--- config.mk ---
export PLATFORM = sky130hd
export DESIGN_NAME = bar_control
export DESIGN_NICKNAME = d
export VERILOG_FILES = /design/src/rtl/bar_pkg.sv /design/src/rtl/bar_control.sv
export VERILOG_INCLUDE_DIRS = /design/src /design/src/rtl
export SDC_FILE = /design/constraint.sdc
export NUM_CORES = 1
export LEC_CHECK = 0
export BUFFER_PORTS_ARGS = -buffer_cell sky130_fd_sc_hd__buf_2
export CAP_MARGIN = 10
export CORE_MARGIN = 2
export CORE_UTILIZATION = 40
export DETAILED_ROUTE_END_ITERATION = 10
export HOLD_SLACK_MARGIN = 0.02
export PLACE_DENSITY = 0.61
export SLEW_MARGIN = 20
export SYNTH_ARGS = -nofsm -noshare
export SYNTH_HDL_FRONTEND = slang
export SYNTH_SLANG_ARGS = --single-unit
--- constraint.sdc ---
create_clock -name sys_clk -period 7.9 [get_ports sys_clk]
set_input_delay 0.395 -clock sys_clk [delete_from_list [all_inputs] [get_ports sys_clk]]
set_output_delay 0.395 -clock sys_clk [all_outputs]
set_load 0.03 [all_outputs]
--- src/rtl/bar_consts.svh ---
`ifndef BAR_CONSTS_SVH
`define BAR_CONSTS_SVH

// Clock rate in MHz; all intervals are whole microseconds, so counts are exact
`define BAR_CLK_MHZ         20
`define BAR_US_TO_CYC(t)    ((t) * `BAR_CLK_MHZ)

// Intervals as printed, in microseconds
`define BAR_BLANK_US        20000
`define BAR_SPIKE_US        30
`define BAR_VCC_OV_US       120
`define BAR_EXT_DELAY_US    1000
`define BAR_SOFTSTART_US    20000

// Register offsets (byte addresses)
`define BAR_CTRL_OFS        8'h00
`define BAR_STATUS_OFS      8'h04
`define BAR_CAUSE_OFS       8'h08

// Control field positions and reset value
`define BAR_CTRL_BURST_BIT  0
`define BAR_CTRL_EXT_BIT    1
`define BAR_CTRL_RESET      2'h3

// Status field positions
`define BAR_ST_STATE_LSB    0
`define BAR_ST_BURST_BIT    3
`define BAR_ST_CLAMP_BIT    4
`define BAR_ST_GATE_BIT     5
`define BAR_ST_CELL_BIT     6
`define BAR_ST_BIAS_BIT     7
`define BAR_ST_CMP_LSB      8

// Fault cause bit positions
`define BAR_CA_OVERLOAD     0
`define BAR_CA_SS_OV        1
`define BAR_CA_VCC_OV       2
`define BAR_CA_TEMP         3
`define BAR_CA_UVLO         4
`define BAR_CA_EXT          5
`define BAR_CA_WIDTH        6

`endif

--- src/rtl/bar_pkg.sv ---
`default_nettype none

package bar_pkg;

  // Gray coded along charge, soft start, normal, burst off, burst on, restart
  typedef enum logic [2:0] {
    ST_CHARGE    = 3'h0,
    ST_SOFTSTART = 3'h1,
    ST_NORMAL    = 3'h3,
    ST_BURST_OFF = 3'h2,
    ST_BURST_ON  = 3'h6,
    ST_RESTART   = 3'h7
  } bar_state_type;

endpackage : bar_pkg

`default_nettype wire

--- src/rtl/bar_control.sv ---
// Summary of operation
// - Fixed 20 ms blanking before burst or restart
// - After blanking, release clamp; wait high level
// - Extra 30 us spike filter before restart
// - Burst uses only internal blanking
// - Burst after 20 ms continuous low feedback
// - Burst entry sets flag, bias off
// - Startup cell off throughout burst
// - Feedback above wake level: bias on, switch
// - Reduced current limit while in burst
// - Feedback at sleep level: bias off again
// - Feedback high in burst leaves burst
// - Only overload uses blanking; others immediate, except 120 us overvoltage hold and 30 us external request filter
// - Restart: stop, recharge, soft start, recheck
// - High feedback in normal mode starts overload blanking
// - Soft start overvoltage with high feedback restarts
// - Supply overvoltage held 120 us restarts
// - Overvoltage check disabled during burst
// - Overtemperature enters auto restart
// - External pin request stops gate, restarts
// - External request ignored 1 ms after start
// - Undervoltage switches off, enables startup cell
// - Soft start reruns at every restart attempt
//
// Design decisions made here: the register offsets and the APB slave port.
`include "bar_consts.svh"
`default_nettype none

module bar_control #(
  parameter int          CW          = 24,
  parameter logic [23:0] BLANK_CYC   = 24'(`BAR_US_TO_CYC(`BAR_BLANK_US)),
  parameter logic [23:0] SPIKE_CYC   = 24'(`BAR_US_TO_CYC(`BAR_SPIKE_US)),
  parameter logic [23:0] VCC_OV_CYC  = 24'(`BAR_US_TO_CYC(`BAR_VCC_OV_US)),
  parameter logic [23:0] EXT_DLY_CYC = 24'(`BAR_US_TO_CYC(`BAR_EXT_DELAY_US)),
  parameter logic [23:0] SS_CYC      = 24'(`BAR_US_TO_CYC(`BAR_SOFTSTART_US))
) (
  input  wire logic        sys_clk,
  input  wire logic        rst,
  input  wire logic        psel,
  input  wire logic        penable,
  input  wire logic        pwrite,
  input  wire logic [7:0]  paddr,
  input  wire logic [31:0] pwdata,
  output var  logic [31:0] prdata,
  output var  logic        pready,
  output var  logic        pslverr,
  input  wire logic        fb_below_low,
  input  wire logic        fb_above_wake,
  input  wire logic        fb_below_sleep,
  input  wire logic        fb_above_high,
  input  wire logic        vcc_above_ss_ov,
  input  wire logic        vcc_above_ov,
  input  wire logic        temp_above_limit,
  input  wire logic        ba_above_high,
  input  wire logic        ba_below_ext,
  input  wire logic        vcc_below_off,
  input  wire logic        vcc_above_on,
  output var  logic        bias_en,
  output var  logic        startup_cell_en,
  output var  logic        reduced_limit_en,
  output var  logic        gate_en,
  output var  logic        ba_clamp_en,
  output var  logic        soft_start_active,
  output var  logic        burst_flag
);
  import bar_pkg::*;

  localparam int NIN = 11;
  localparam int NT  = 7;
  // Timer indices
  localparam int T_BURST = 0;
  localparam int T_OVL   = 1;
  localparam int T_SPIKE = 2;
  localparam int T_OV    = 3;
  localparam int T_EXTD  = 4;
  localparam int T_EXTP  = 5;
  localparam int T_SS    = 6;

  bar_state_type state;
  bar_state_type next_state;

  logic [NIN-1:0] raw_in;
  logic [NIN-1:0] s1;
  logic [NIN-1:0] s2;
  logic [NIN-1:0] s3;
  logic [NIN-1:0] sv;
  logic [CW-1:0]  cnt [NT];
  logic [CW-1:0]  lim [NT];
  logic [NT-1:0]  qual;
  logic [NT-1:0]  done;
  logic [1:0]     ctrl;
  logic [`BAR_CA_WIDTH-1:0] cause;
  logic [`BAR_CA_WIDTH-1:0] next_cause;
  logic fb_low;
  logic fb_wake;
  logic fb_sleep;
  logic fb_high;
  logic vcc_ss_ov;
  logic vcc_ov;
  logic over_temp;
  logic ba_high;
  logic ba_ext;
  logic vcc_off;
  logic vcc_on;
  logic ic_on;
  logic ext_stop;
  logic clamp_open;
  logic restart_and_gate;
  logic fast_fault;
  logic any_fault;
  logic apb_access;
  logic apb_commit;

  assign raw_in = {vcc_above_on, vcc_below_off, ba_below_ext, ba_above_high, temp_above_limit,
                   vcc_above_ov, vcc_above_ss_ov, fb_above_high, fb_below_sleep, fb_above_wake,
                   fb_below_low};

  // three-stage input filter
  // A level is accepted only when stages two and three agree, so a glitch is not seen
  for (genvar gi = 0; gi < NIN; gi++) begin : g_sync
    always_ff @(posedge sys_clk or posedge rst) begin
      if (rst) begin
        s1[gi] <= 1'b0;
        s2[gi] <= 1'b0;
        s3[gi] <= 1'b0;
        sv[gi] <= 1'b0;
      end else begin
        s1[gi] <= raw_in[gi];
        s2[gi] <= s1[gi];
        s3[gi] <= s2[gi];
        if (s2[gi] == s3[gi]) begin
          sv[gi] <= s3[gi];
        end
      end
    end
  end

  assign fb_low    = sv[0];
  assign fb_wake   = sv[1];
  assign fb_sleep  = sv[2];
  assign fb_high   = sv[3];
  assign vcc_ss_ov = sv[4];
  assign vcc_ov    = sv[5];
  assign over_temp = sv[6];
  assign ba_high   = sv[7];
  assign ba_ext    = sv[8];
  assign vcc_off   = sv[9];
  assign vcc_on    = sv[10];

  // The controller is powered and may switch in these states
  assign ic_on = (state == ST_SOFTSTART) || (state == ST_NORMAL) ||
                 (state == ST_BURST_OFF) || (state == ST_BURST_ON);

  // Interval limits and the conditions that let each timer run
  always_comb begin
    lim[T_BURST] = BLANK_CYC;
    lim[T_OVL]   = BLANK_CYC;
    lim[T_SPIKE] = SPIKE_CYC;
    lim[T_OV]    = VCC_OV_CYC;
    lim[T_EXTD]  = EXT_DLY_CYC;
    lim[T_EXTP]  = SPIKE_CYC;
    lim[T_SS]    = SS_CYC;
    // burst timer is internal blanking only
    qual[T_BURST] = (state == ST_NORMAL) && fb_low && ctrl[`BAR_CTRL_BURST_BIT];
    qual[T_OVL]   = (state == ST_NORMAL) && fb_high;
    qual[T_SPIKE] = restart_and_gate;
    qual[T_OV]    = ic_on && !burst_flag && vcc_ov;
    qual[T_EXTD]  = ic_on;
    qual[T_EXTP]  = ext_stop;
    qual[T_SS]    = (state == ST_SOFTSTART);
  end

  for (genvar ti = 0; ti < NT; ti++) begin : g_tmr
    assign done[ti] = qual[ti] && (cnt[ti] == lim[ti]);
    always_ff @(posedge sys_clk or posedge rst) begin
      if (rst) begin
        cnt[ti] <= '0;
      end else if (!qual[ti]) begin
        cnt[ti] <= '0;
      end else if (!done[ti]) begin
        cnt[ti] <= cnt[ti] + 1'b1;
      end
    end
  end

  // clamp opens only after internal blanking
  // Left open while the overload persists; closes again as soon as feedback recovers
  always_ff @(posedge sys_clk or posedge rst) begin
    if (rst) begin
      clamp_open <= 1'b0;
    end else begin
      clamp_open <= done[T_OVL];
    end
  end

  assign restart_and_gate = clamp_open && ba_high && fb_high && (state == ST_NORMAL);

  assign ext_stop = ba_ext && done[T_EXTD] && ctrl[`BAR_CTRL_EXT_BIT];

  // Fault sources, grouped by whether they skip the blanking
  always_comb begin
    next_cause = '0;
    next_cause[`BAR_CA_SS_OV]    = (state == ST_SOFTSTART) && vcc_ss_ov && fb_high;
    next_cause[`BAR_CA_VCC_OV]   = done[T_OV];
    next_cause[`BAR_CA_TEMP]     = ic_on && over_temp;
    next_cause[`BAR_CA_UVLO]     = ic_on && vcc_off;
    next_cause[`BAR_CA_EXT]      = done[T_EXTP];
    next_cause[`BAR_CA_OVERLOAD] = done[T_SPIKE];
  end

  assign fast_fault = |next_cause[`BAR_CA_EXT:`BAR_CA_SS_OV];
  assign any_fault  = fast_fault || next_cause[`BAR_CA_OVERLOAD];

  // Mode sequencing
  always_comb begin
    next_state = state;
    case (state)
      ST_CHARGE: begin
        if (vcc_on) begin
          next_state = ST_SOFTSTART;
        end
      end
      ST_SOFTSTART: begin
        if (any_fault) begin
          next_state = ST_RESTART;
        end else if (done[T_SS]) begin
          next_state = ST_NORMAL;
        end
      end
      ST_NORMAL: begin
        if (any_fault) begin
          next_state = ST_RESTART;
        end else if (done[T_BURST] && fb_low) begin
          next_state = ST_BURST_OFF;
        end
      end
      ST_BURST_OFF: begin
        if (any_fault) begin
          next_state = ST_RESTART;
        end else if (fb_high) begin
          next_state = ST_NORMAL;
        end else if (fb_wake) begin
          next_state = ST_BURST_ON;
        end
      end
      ST_BURST_ON: begin
        if (any_fault) begin
          next_state = ST_RESTART;
        end else if (fb_high) begin
          next_state = ST_NORMAL;
        end else if (fb_sleep) begin
          next_state = ST_BURST_OFF;
        end
      end
      ST_RESTART: begin
        if (vcc_off) begin
          next_state = ST_CHARGE;
        end
      end
      default: begin
        next_state = ST_CHARGE;
      end
    endcase
  end

  // State register; power-up begins by charging the supply
  always_ff @(posedge sys_clk or posedge rst) begin
    if (rst) begin
      state <= ST_CHARGE;
    end else begin
      state <= next_state;
    end
  end

  // Outputs except ba_clamp_en decoded from the next state so they line up with the state register
  always_ff @(posedge sys_clk or posedge rst) begin
    if (rst) begin
      bias_en           <= 1'b0;
      startup_cell_en   <= 1'b1;
      reduced_limit_en  <= 1'b0;
      gate_en           <= 1'b0;
      ba_clamp_en       <= 1'b1;
      soft_start_active <= 1'b0;
      burst_flag        <= 1'b0;
    end else begin
      bias_en           <= (next_state == ST_SOFTSTART) || (next_state == ST_NORMAL) ||
                           (next_state == ST_BURST_ON);
      startup_cell_en   <= (next_state == ST_CHARGE);
      reduced_limit_en  <= (next_state == ST_BURST_OFF) || (next_state == ST_BURST_ON);
      // gate stopped at once by request
      gate_en           <= ((next_state == ST_SOFTSTART) || (next_state == ST_NORMAL) ||
                            (next_state == ST_BURST_ON)) && !ext_stop;
      ba_clamp_en       <= !done[T_OVL];
      soft_start_active <= (next_state == ST_SOFTSTART);
      burst_flag        <= (next_state == ST_BURST_OFF) || (next_state == ST_BURST_ON);
    end
  end

  // APB: one wait state, data and error registered in the first access cycle
  assign apb_access = psel && penable && !pready;
  assign apb_commit = psel && penable && pready;

  always_ff @(posedge sys_clk or posedge rst) begin
    if (rst) begin
      pready  <= 1'b0;
      prdata  <= 32'h0;
      pslverr <= 1'b0;
    end else begin
      pready <= apb_access;
      if (apb_access) begin
        pslverr <= !(paddr == `BAR_CTRL_OFS || paddr == `BAR_STATUS_OFS || paddr == `BAR_CAUSE_OFS);
        prdata  <= 32'h0;
        if (!pwrite) begin
          case (paddr)
            `BAR_CTRL_OFS: begin
              prdata <= {30'h0, ctrl};
            end
            `BAR_STATUS_OFS: begin
              prdata <= {13'h0, sv, bias_en, startup_cell_en, gate_en, !ba_clamp_en, burst_flag, state};
            end
            `BAR_CAUSE_OFS: begin
              prdata <= {26'h0, cause};
            end
            default: begin
              prdata <= 32'h0;
            end
          endcase
        end
      end else if (!pready) begin
        pslverr <= 1'b0;
      end
    end
  end

  // Control register; burst entry and external request can be masked by software
  always_ff @(posedge sys_clk or posedge rst) begin
    if (rst) begin
      ctrl <= `BAR_CTRL_RESET;
    end else if (apb_commit && pwrite && paddr == `BAR_CTRL_OFS) begin
      ctrl <= pwdata[1:0];
    end
  end

  // Sticky fault causes, write one to clear; a new fault wins over the clear
  always_ff @(posedge sys_clk or posedge rst) begin
    if (rst) begin
      cause <= '0;
    end else begin
      if (apb_commit && pwrite && paddr == `BAR_CAUSE_OFS) begin
        cause <= (cause & ~pwdata[`BAR_CA_WIDTH-1:0]) |
                 (next_state == ST_RESTART && state != ST_RESTART ? next_cause : '0);
      end else if (next_state == ST_RESTART && state != ST_RESTART) begin
        cause <= cause | next_cause;
      end
    end
  end
endmodule : bar_control

`default_nettype wire

==> results of run 1 <==
==> layout by cell type, fill, tap and decap left out, types with 6 or more instances in the layout <==
cell / count
dlygate4sd3_1: 12
and3_1: 28
nor4b_1: 14
nor4_1: 18
nand4_1: 47
clkbuf_8: 6
ha_1: 14
clkbuf_1: 10
mux2i_1: 8
dfrtp_1: 247
a21oi_1: 29
inv_1: 32
o21ai_0: 29
maj3_1: 11
and4_1: 15
buf_2: 57
xnor2_1: 48
a22o_1: 15
nor2b_1: 6
or3_1: 19
nand3_1: 58
nor2_1: 174
clkbuf_16: 29
conb_1: 13
nand2_1: 83
xor2_1: 90
and2_1: 6
nor3_1: 16
==> area by class of cell <==
type | count | share of cell area, %
Tap cell | 384 | 3.63
Inverter | 33 | 0.993
Sequential cell | 251 | 47.5
Clock buffer | 45 | 6.39
Timing Repair Buffer | 77 | 3.67
Multi-Input combinational cell | 801 | 37.2
Clock inverter | 8 | 0.596
==> routing by layer <==
layer / wire length [um] / up-vias / part of all wire, %
li1: - / 3997 / -
met1: 11800 / 3992 / 51
met2: 10300 / 126 / 44
met3: 848 / 29 / 3.6
met4: 370 / 0 / 1.6
met5: 0 / - / 0
==> flip-flops by register name, summed over array words and instances (netlist names), 2 cells and up <==
| register | count |
|---|---|
| state | 3 |
| s3 | 11 |
| s1 | 11 |
| s2 | 11 |
| cause | 6 |
| prdata | 19 |
| ctrl | 2 |
| cnt | 168 |
==> worst max-delay path: stages, from the launching register on <==
cell	delay, ns
dfrtp_1	0.53
nand2_1	0.18
o21ai_1	0.08
buf_4	0.23
or4_1	1.02
o221ai_1	0.45
o21a_1	0.24
mux2i_1	0.22
==> synth_stat cells (all sizes together), types with 2 or more instances <==
cell type / instances
dfrtp: 247
nor2: 174
xor2: 90
nand2: 83
nand3: 58
xnor2: 48
nand4: 47
inv: 33
o21ai: 30
a21oi: 29
and3: 28
clkbuf: 23
nor4: 21
buf: 19
or3: 19
nor3: 16
a22o: 15
and4: 15
ha: 14
nor4b: 14
maj3: 11
mux2i: 8
and2: 6
nor2b: 6
nand2b: 5
nor3b: 5
nor4bb: 5
or4: 5
dfstp: 4
or2: 4
a22oi: 3
mux2: 3
nand3b: 3
a31oi: 2
o21a: 2
o31ai: 2
==> kinds of logic (layout without fill, tap and decap cells) <==
family | count (synthesis) | after routing | synth area share, %
flip-flops | 251 | 251 | 54.7
adder cells (fa/ha/maj) | 25 | 25 | 2.48
AO/OA/AOI/OAI | 95 | 95 | 5.36
buffers and inverters | 75 | 163 | 2.95
XOR/XNOR | 138 | 138 | 10.5
AND/OR/NAND/NOR | 519 | 519 | 23.0
other | 1 | 13 | 0.0326
multiplexers | 11 | 11 | 0.990
==> per-stage QoR <==
step / area (um2) / util [%] / hold slack [ns]
6_report: 13200 / 46.5 / 0.119
5_1_grt: 13200 / 46.5 / 0.102
4_1_cts: 13200 / 46.4 / 0.0922
3_5_place_dp: 12200 / 42.7 / 0.335
3_3_place_gp: 12200 / 42.7 / 0.333
2_1_floorplan: 11500 / - / 0.331
==> power by group <==
part	internal, mW	total (mW)	switching [mW]
clock	0.766	1.28	0.518
sequential	1.34	1.40	0.0635
combinational	0.128	0.374	0.246
==> worst paths after layout <==
path	from	to	slack [ns]	depth (start not counted)
max	state[0]$_DFF_PP0_	gate_en$_DFF_PP0_	4.86	7
min	pwdata[5]	cause[5]$_DFFE_PP0P_	0.12	4
max reg2reg	state[0]$_DFF_PP0_	gate_en$_DFF_PP0_	4.86	7
min reg2reg	s1[0]$_DFF_PP0_	s2[0]$_DFF_PP0_	0.34	0
max in group asynchronous	rst	pslverr$_DFFE_PP0P_	6.13	4
min in group asynchronous	rst	fb_wake$_DFFE_PP0N_	0.42	3
==> results.json, run 1 <==
{
  "outcome": "complete, no violations",
  "dp_hpwl_um": 15300,
  "holdBufCountCts": 12,
  "rows": 62,
  "initial_core_util_pct": 40.4,
  "synth_edf_count": 0,
  "drt.antenna.violating_nets": 0,
  "cts-buffers-inserted": 29,
  "grt_usage_pct": 15.6,
  "final.fill_count": 2732,
  "place_ws_ns": 4.61,
  "grt_pass1_vias": 7739,
  "wirelength_um": 23400,
  "tightestPinTransition_ns": 1.01,
  "ir_worst_vdd_uv": 150,
  "vias": 8144,
  "synth-seq-cells": 251,
  "cts_resized": 0,
  "postCtsSetupBuffers": 0,
  "dp_cells": 1532,
  "setup_viol": 0,
  "worstPathRequired_ns": 8.36,
  "yosysSeqAreaShare_pct": 54.7,
  "grt_max_degree": 190,
  "dieArea_mm2": 0.0301,
  "cp.arrival_ns": 3.50,
  "regArea_mm2": 0.00629,
  "yosys_warnings": 0,
  "syn_to_final_growth_pct": 15.1,
  "syn_inst": 1115,
  "multiInputGateArea_mm2": 0.00493,
  "fin_cells": 1599,
  "io-pin-count": 97,
  "chipWidth_um": 174,
  "p_per_area_mw_per_mm2": 231,
  "h-tree-depth": 1,
  "grtUsageMet1_pct": 23.2,
  "drcViolationCount": 0,
  "cts_tree": "yes",
  "synth_area_leaders": "dfrtp_1 54%, xor2_1 6.9%, nor2_1 5.7%",
  "cp-end-kind": "register",
  "start_kind": "register",
  "maxCapViolCount": 0,
  "drv_slew": 0,
  "netlist_area_mm2": 0.0115,
  "grt_pass1_wl_um": 39400,
  "fin_crit_ns": 3.04,
  "relSlewSlack_pct": 32.5,
  "power_mw": 3.06,
  "firstDrtPassIters": 4,
  "clkSinkCount": 251,
  "synth_ff_type": "dfrtp_1",
  "synthArstFlopShare_pct": 100,
  "synthDominantCellAreaShare_pct": 53.7,
  "syn_area_per_cell_um2": 10.3,
  "grt.busiest_layer": "met2",
  "die_height_um": 174,
  "clkTransAtPathRegs_ns": 0.06,
  "hold_viol": 0,
  "period_share_pct": 38.5,
  "cts.path.max_buffers": 3,
  "grtUsageMet2_pct": 24.2,
  "gp_congestion": 0.795,
  "io_buffers": 57,
  "fin_skew_ns": 0.0265,
  "drtIter0Drc": 582,
  "yosysUniqueCellTypes": 61,
  "met3_usage_pct": 2.26,
  "crit_fanout": 28,
  "vias_per_cell": 5.09,
  "max_freq_ghz": 0.329,
  "yosysTopAreaCell": "dfrtp_1",
  "leakage_nw": 5.53,
  "wl_per_cell_um": 14.6,
  "worst-setup-path-type": "reg -> reg",
  "rsz0062_at_grt": "false",
  "min_path_type": "in -> reg",
  "diodes": 0,
  "gr-total-overflow": 0,
  "antenna_found_initial": 0,
  "drive_gt1_share_pct": 10.4,
  "finalSetupTns_ns": 0,
  "core_area_mm2": 0.0285,
  "worstSkewPairLatency_ns": 0.54,
  "nNetsFinal": 1263,
  "setup_slack_ns": 4.86,
  "cts_root_buf": "clkbuf_16"
}
Power figures use the tool's default switching activity.
==> inputs of run 2 (changes only) <==
==> constraint.sdc (replaced) <==
create_clock -name sys_clk -period 2.95 [get_ports sys_clk]
set_input_delay 0.1475 -clock sys_clk [delete_from_list [all_inputs] [get_ports sys_clk]]
set_output_delay 0.1475 -clock sys_clk [all_outputs]
set_load 0.03 [all_outputs]
==> run 2 against run 1 <==
Sequential power rose to 2.7 times the previous value. Utilization up 0.55 points. Register-to-register slack worse by 4.4 ns. Die area unchanged. Global-route usage up 0.29 points. Largest power group unchanged.
==> results.json, run 2 (same netlist as run 1, synthesis figures left out) <==
{
  "reg2reg_depth": 6,
  "hold_viol": 0,
  "grt_usage_pct": 15.9,
  "maxCapViolCount": 0,
  "power_mw": 8.36,
  "min_to": "prdata[2]$_DFFE_PP0P_",
  "worstHoldStart": "pwrite",
  "hold_depth": 4,
  "ir_worst_vdd_uv": 420,
  "mostFrequentLayoutCells": "247 x dfrtp_1, 174 x nor2_1, 90 x xor2_1",
  "final.fill_count": 2650,
  "drt.antenna.violating_nets": 0,
  "worstPathRequired_ns": 3.40,
  "period_share_pct": 85.1,
  "die_height_um": 174,
  "diodes": 0,
  "largest_register_ffs": 168,
  "firstDrtPassIters": 4,
  "dieArea_mm2": 0.0301,
  "cts_resized": 0,
  "drv_slew": 0,
  "rr_startpoint": "cnt[41]$_DFFE_PP0P_",
  "top_register": "cnt",
  "grt_max_degree": 136,
  "outcome": "complete, no violations",
  "wirelength_um": 23300,
  "io-pin-count": 97,
  "dp_hpwl_um": 15500,
  "worst-setup-path-type": "reg -> reg",
  "worstSkewPairLatency_ns": 0.54,
  "leakage_nw": 5.58,
  "finalSetupTns_ns": 0,
  "rows": 62,
  "h-tree-depth": 1,
  "max_freq_ghz": 0.399,
  "chipWidth_um": 174,
  "regToRegSetupSlack_ns": 0.44,
  "wl_per_cell_um": 14.5,
  "p_per_area_mw_per_mm2": 624,
  "min_path_type": "in -> reg",
  "vias_per_cell": 5.05,
  "clkSinkCount": 251,
  "cp-startpoint": "cnt[41]$_DFFE_PP0P_",
  "drive_gt1_share_pct": 10.8,
  "layout_commonest_cell": "dfrtp_1",
  "cts-buffers-inserted": 28,
  "io_buffers": 57,
  "core_area_mm2": 0.0285,
  "cp-end-kind": "register",
  "cts_tree": "yes",
  "relSlewSlack_pct": 44.9,
  "cts_root_buf": "clkbuf_16",
  "fin_skew_ns": 0.0162,
  "cts.path.max_buffers": 3,
  "gr-total-overflow": 0,
  "nNetsFinal": 1275,
  "syn_to_final_growth_pct": 16.4,
  "cp.arrival_ns": 2.96,
  "tightestPinTransition_ns": 0.819,
  "grt_pass1_wl_um": 40400,
  "gp_congestion": 0.788,
  "drtIter0Drc": 566,
  "antenna_found_initial": 0,
  "vias": 8136,
  "rsz0062_at_grt": "false",
  "r2r-end": "gate_en$_DFF_PP0_",
  "crit_fanout": 6,
  "clkTransAtPathRegs_ns": 0.06,
  "largest_registers": "cnt x168, prdata x19",
  "fin_crit_ns": 2.51,
  "setup_viol": 0,
  "start_kind": "register",
  "grt_pass1_vias": 7961,
  "drcViolationCount": 0,
  "initial_core_util_pct": 40.4
}
==> run 2: cell types whose count changed in the layout (fill, tap and decap cells not counted), sizes merged, moves of 3 or more <==
| cell | change |
|---|---|
| buf | +6 |
| clkinv | -3 |
| clkinvlp | +5 |
| clkbuf | -3 |
| dlygate4sd3 | +7 |
==> run 2: what timing repair did <==
action	in CTS	in global routing
hold buffers	19	0
hold endpoints to repair	267	0
buffers inserted	0	0
==> run 2: area by class of cell <==
| cell class | count | area (um2) | share of cell area [%] |
|---|---|---|---|
| inverters | 33 | 128 | 0.953 |
| repair buffers | 90 | 606 | 4.52 |
| well taps | 384 | 480 | 3.59 |
| multi-input cells | 801 | 4930 | 36.8 |
| clock inverters | 10 | 141 | 1.06 |
| clock buffers | 42 | 825 | 6.16 |
| flip-flops and latches | 251 | 6290 | 46.9 |
==> run 2: metrics by stage <==
step	cells	worst slack, ns	hold slack, ns	utilization, %	instance area [um2]
after floorplan	1127	-0.496	0.179	-	11500
after global placement	1540	0.549	0.256	43.0	12200
after detailed placement	1540	0.489	0.257	43.0	12200
after CTS	1611	0.470	0.0381	47.0	13400
after global routing	1611	0.298	0.0634	47.0	13400
final	1611	0.441	0.0629	47.0	13400
==> run 2: worst max path at each step <==
| stage | endpoint | slack [ns] | cells past startpoint |
|---|---|---|---|
| finish | gate_en$_DFF_PP0_ | 0.44 | 6 |
| global route | gate_en$_DFF_PP0_ | 0.30 | 6 |
| CTS | gate_en$_DFF_PP0_ | 0.47 | 6 |
| detailed placement | gate_en$_DFF_PP0_ | 0.49 | 6 |
| global placement | burst_flag$_DFF_PP0_ | 0.55 | 8 |
| floorplan | ba_ext$_DFFE_PP0N_ | -0.50 | 1 |
==> run 2: where the power goes <==
part / leakage [nW] / internal, mW / switching [mW]
Combinational: 1.79 / 0.354 / 0.659
Sequential: 3.34 / 3.58 / 0.175
Clock: 0.454 / 2.19 / 1.40
==> run 2: worst max-delay path, cell delays in order (launching register included) <==
cell and delay (ns):
dfrtp_1 0.39, or4_1 0.53, nor4_1 0.34, nand4_1 0.34, o221ai_1 0.36, o21a_1 0.23, mux2i_1 0.22
==> run 2: layer usage <==
metal / part of all wire [%] / wire length [um] / global-route usage, % / up-vias
met1: 49 / 11500 / 23.3 / 3970
met3: 4.0 / 928 / 2.65 / 29
met5: 0 / 0 / 0 / -
li1: - / - / - / 4022
met2: 45 / 10400 / 25.0 / 115
met4: 1.8 / 410 / 3.21 / 0
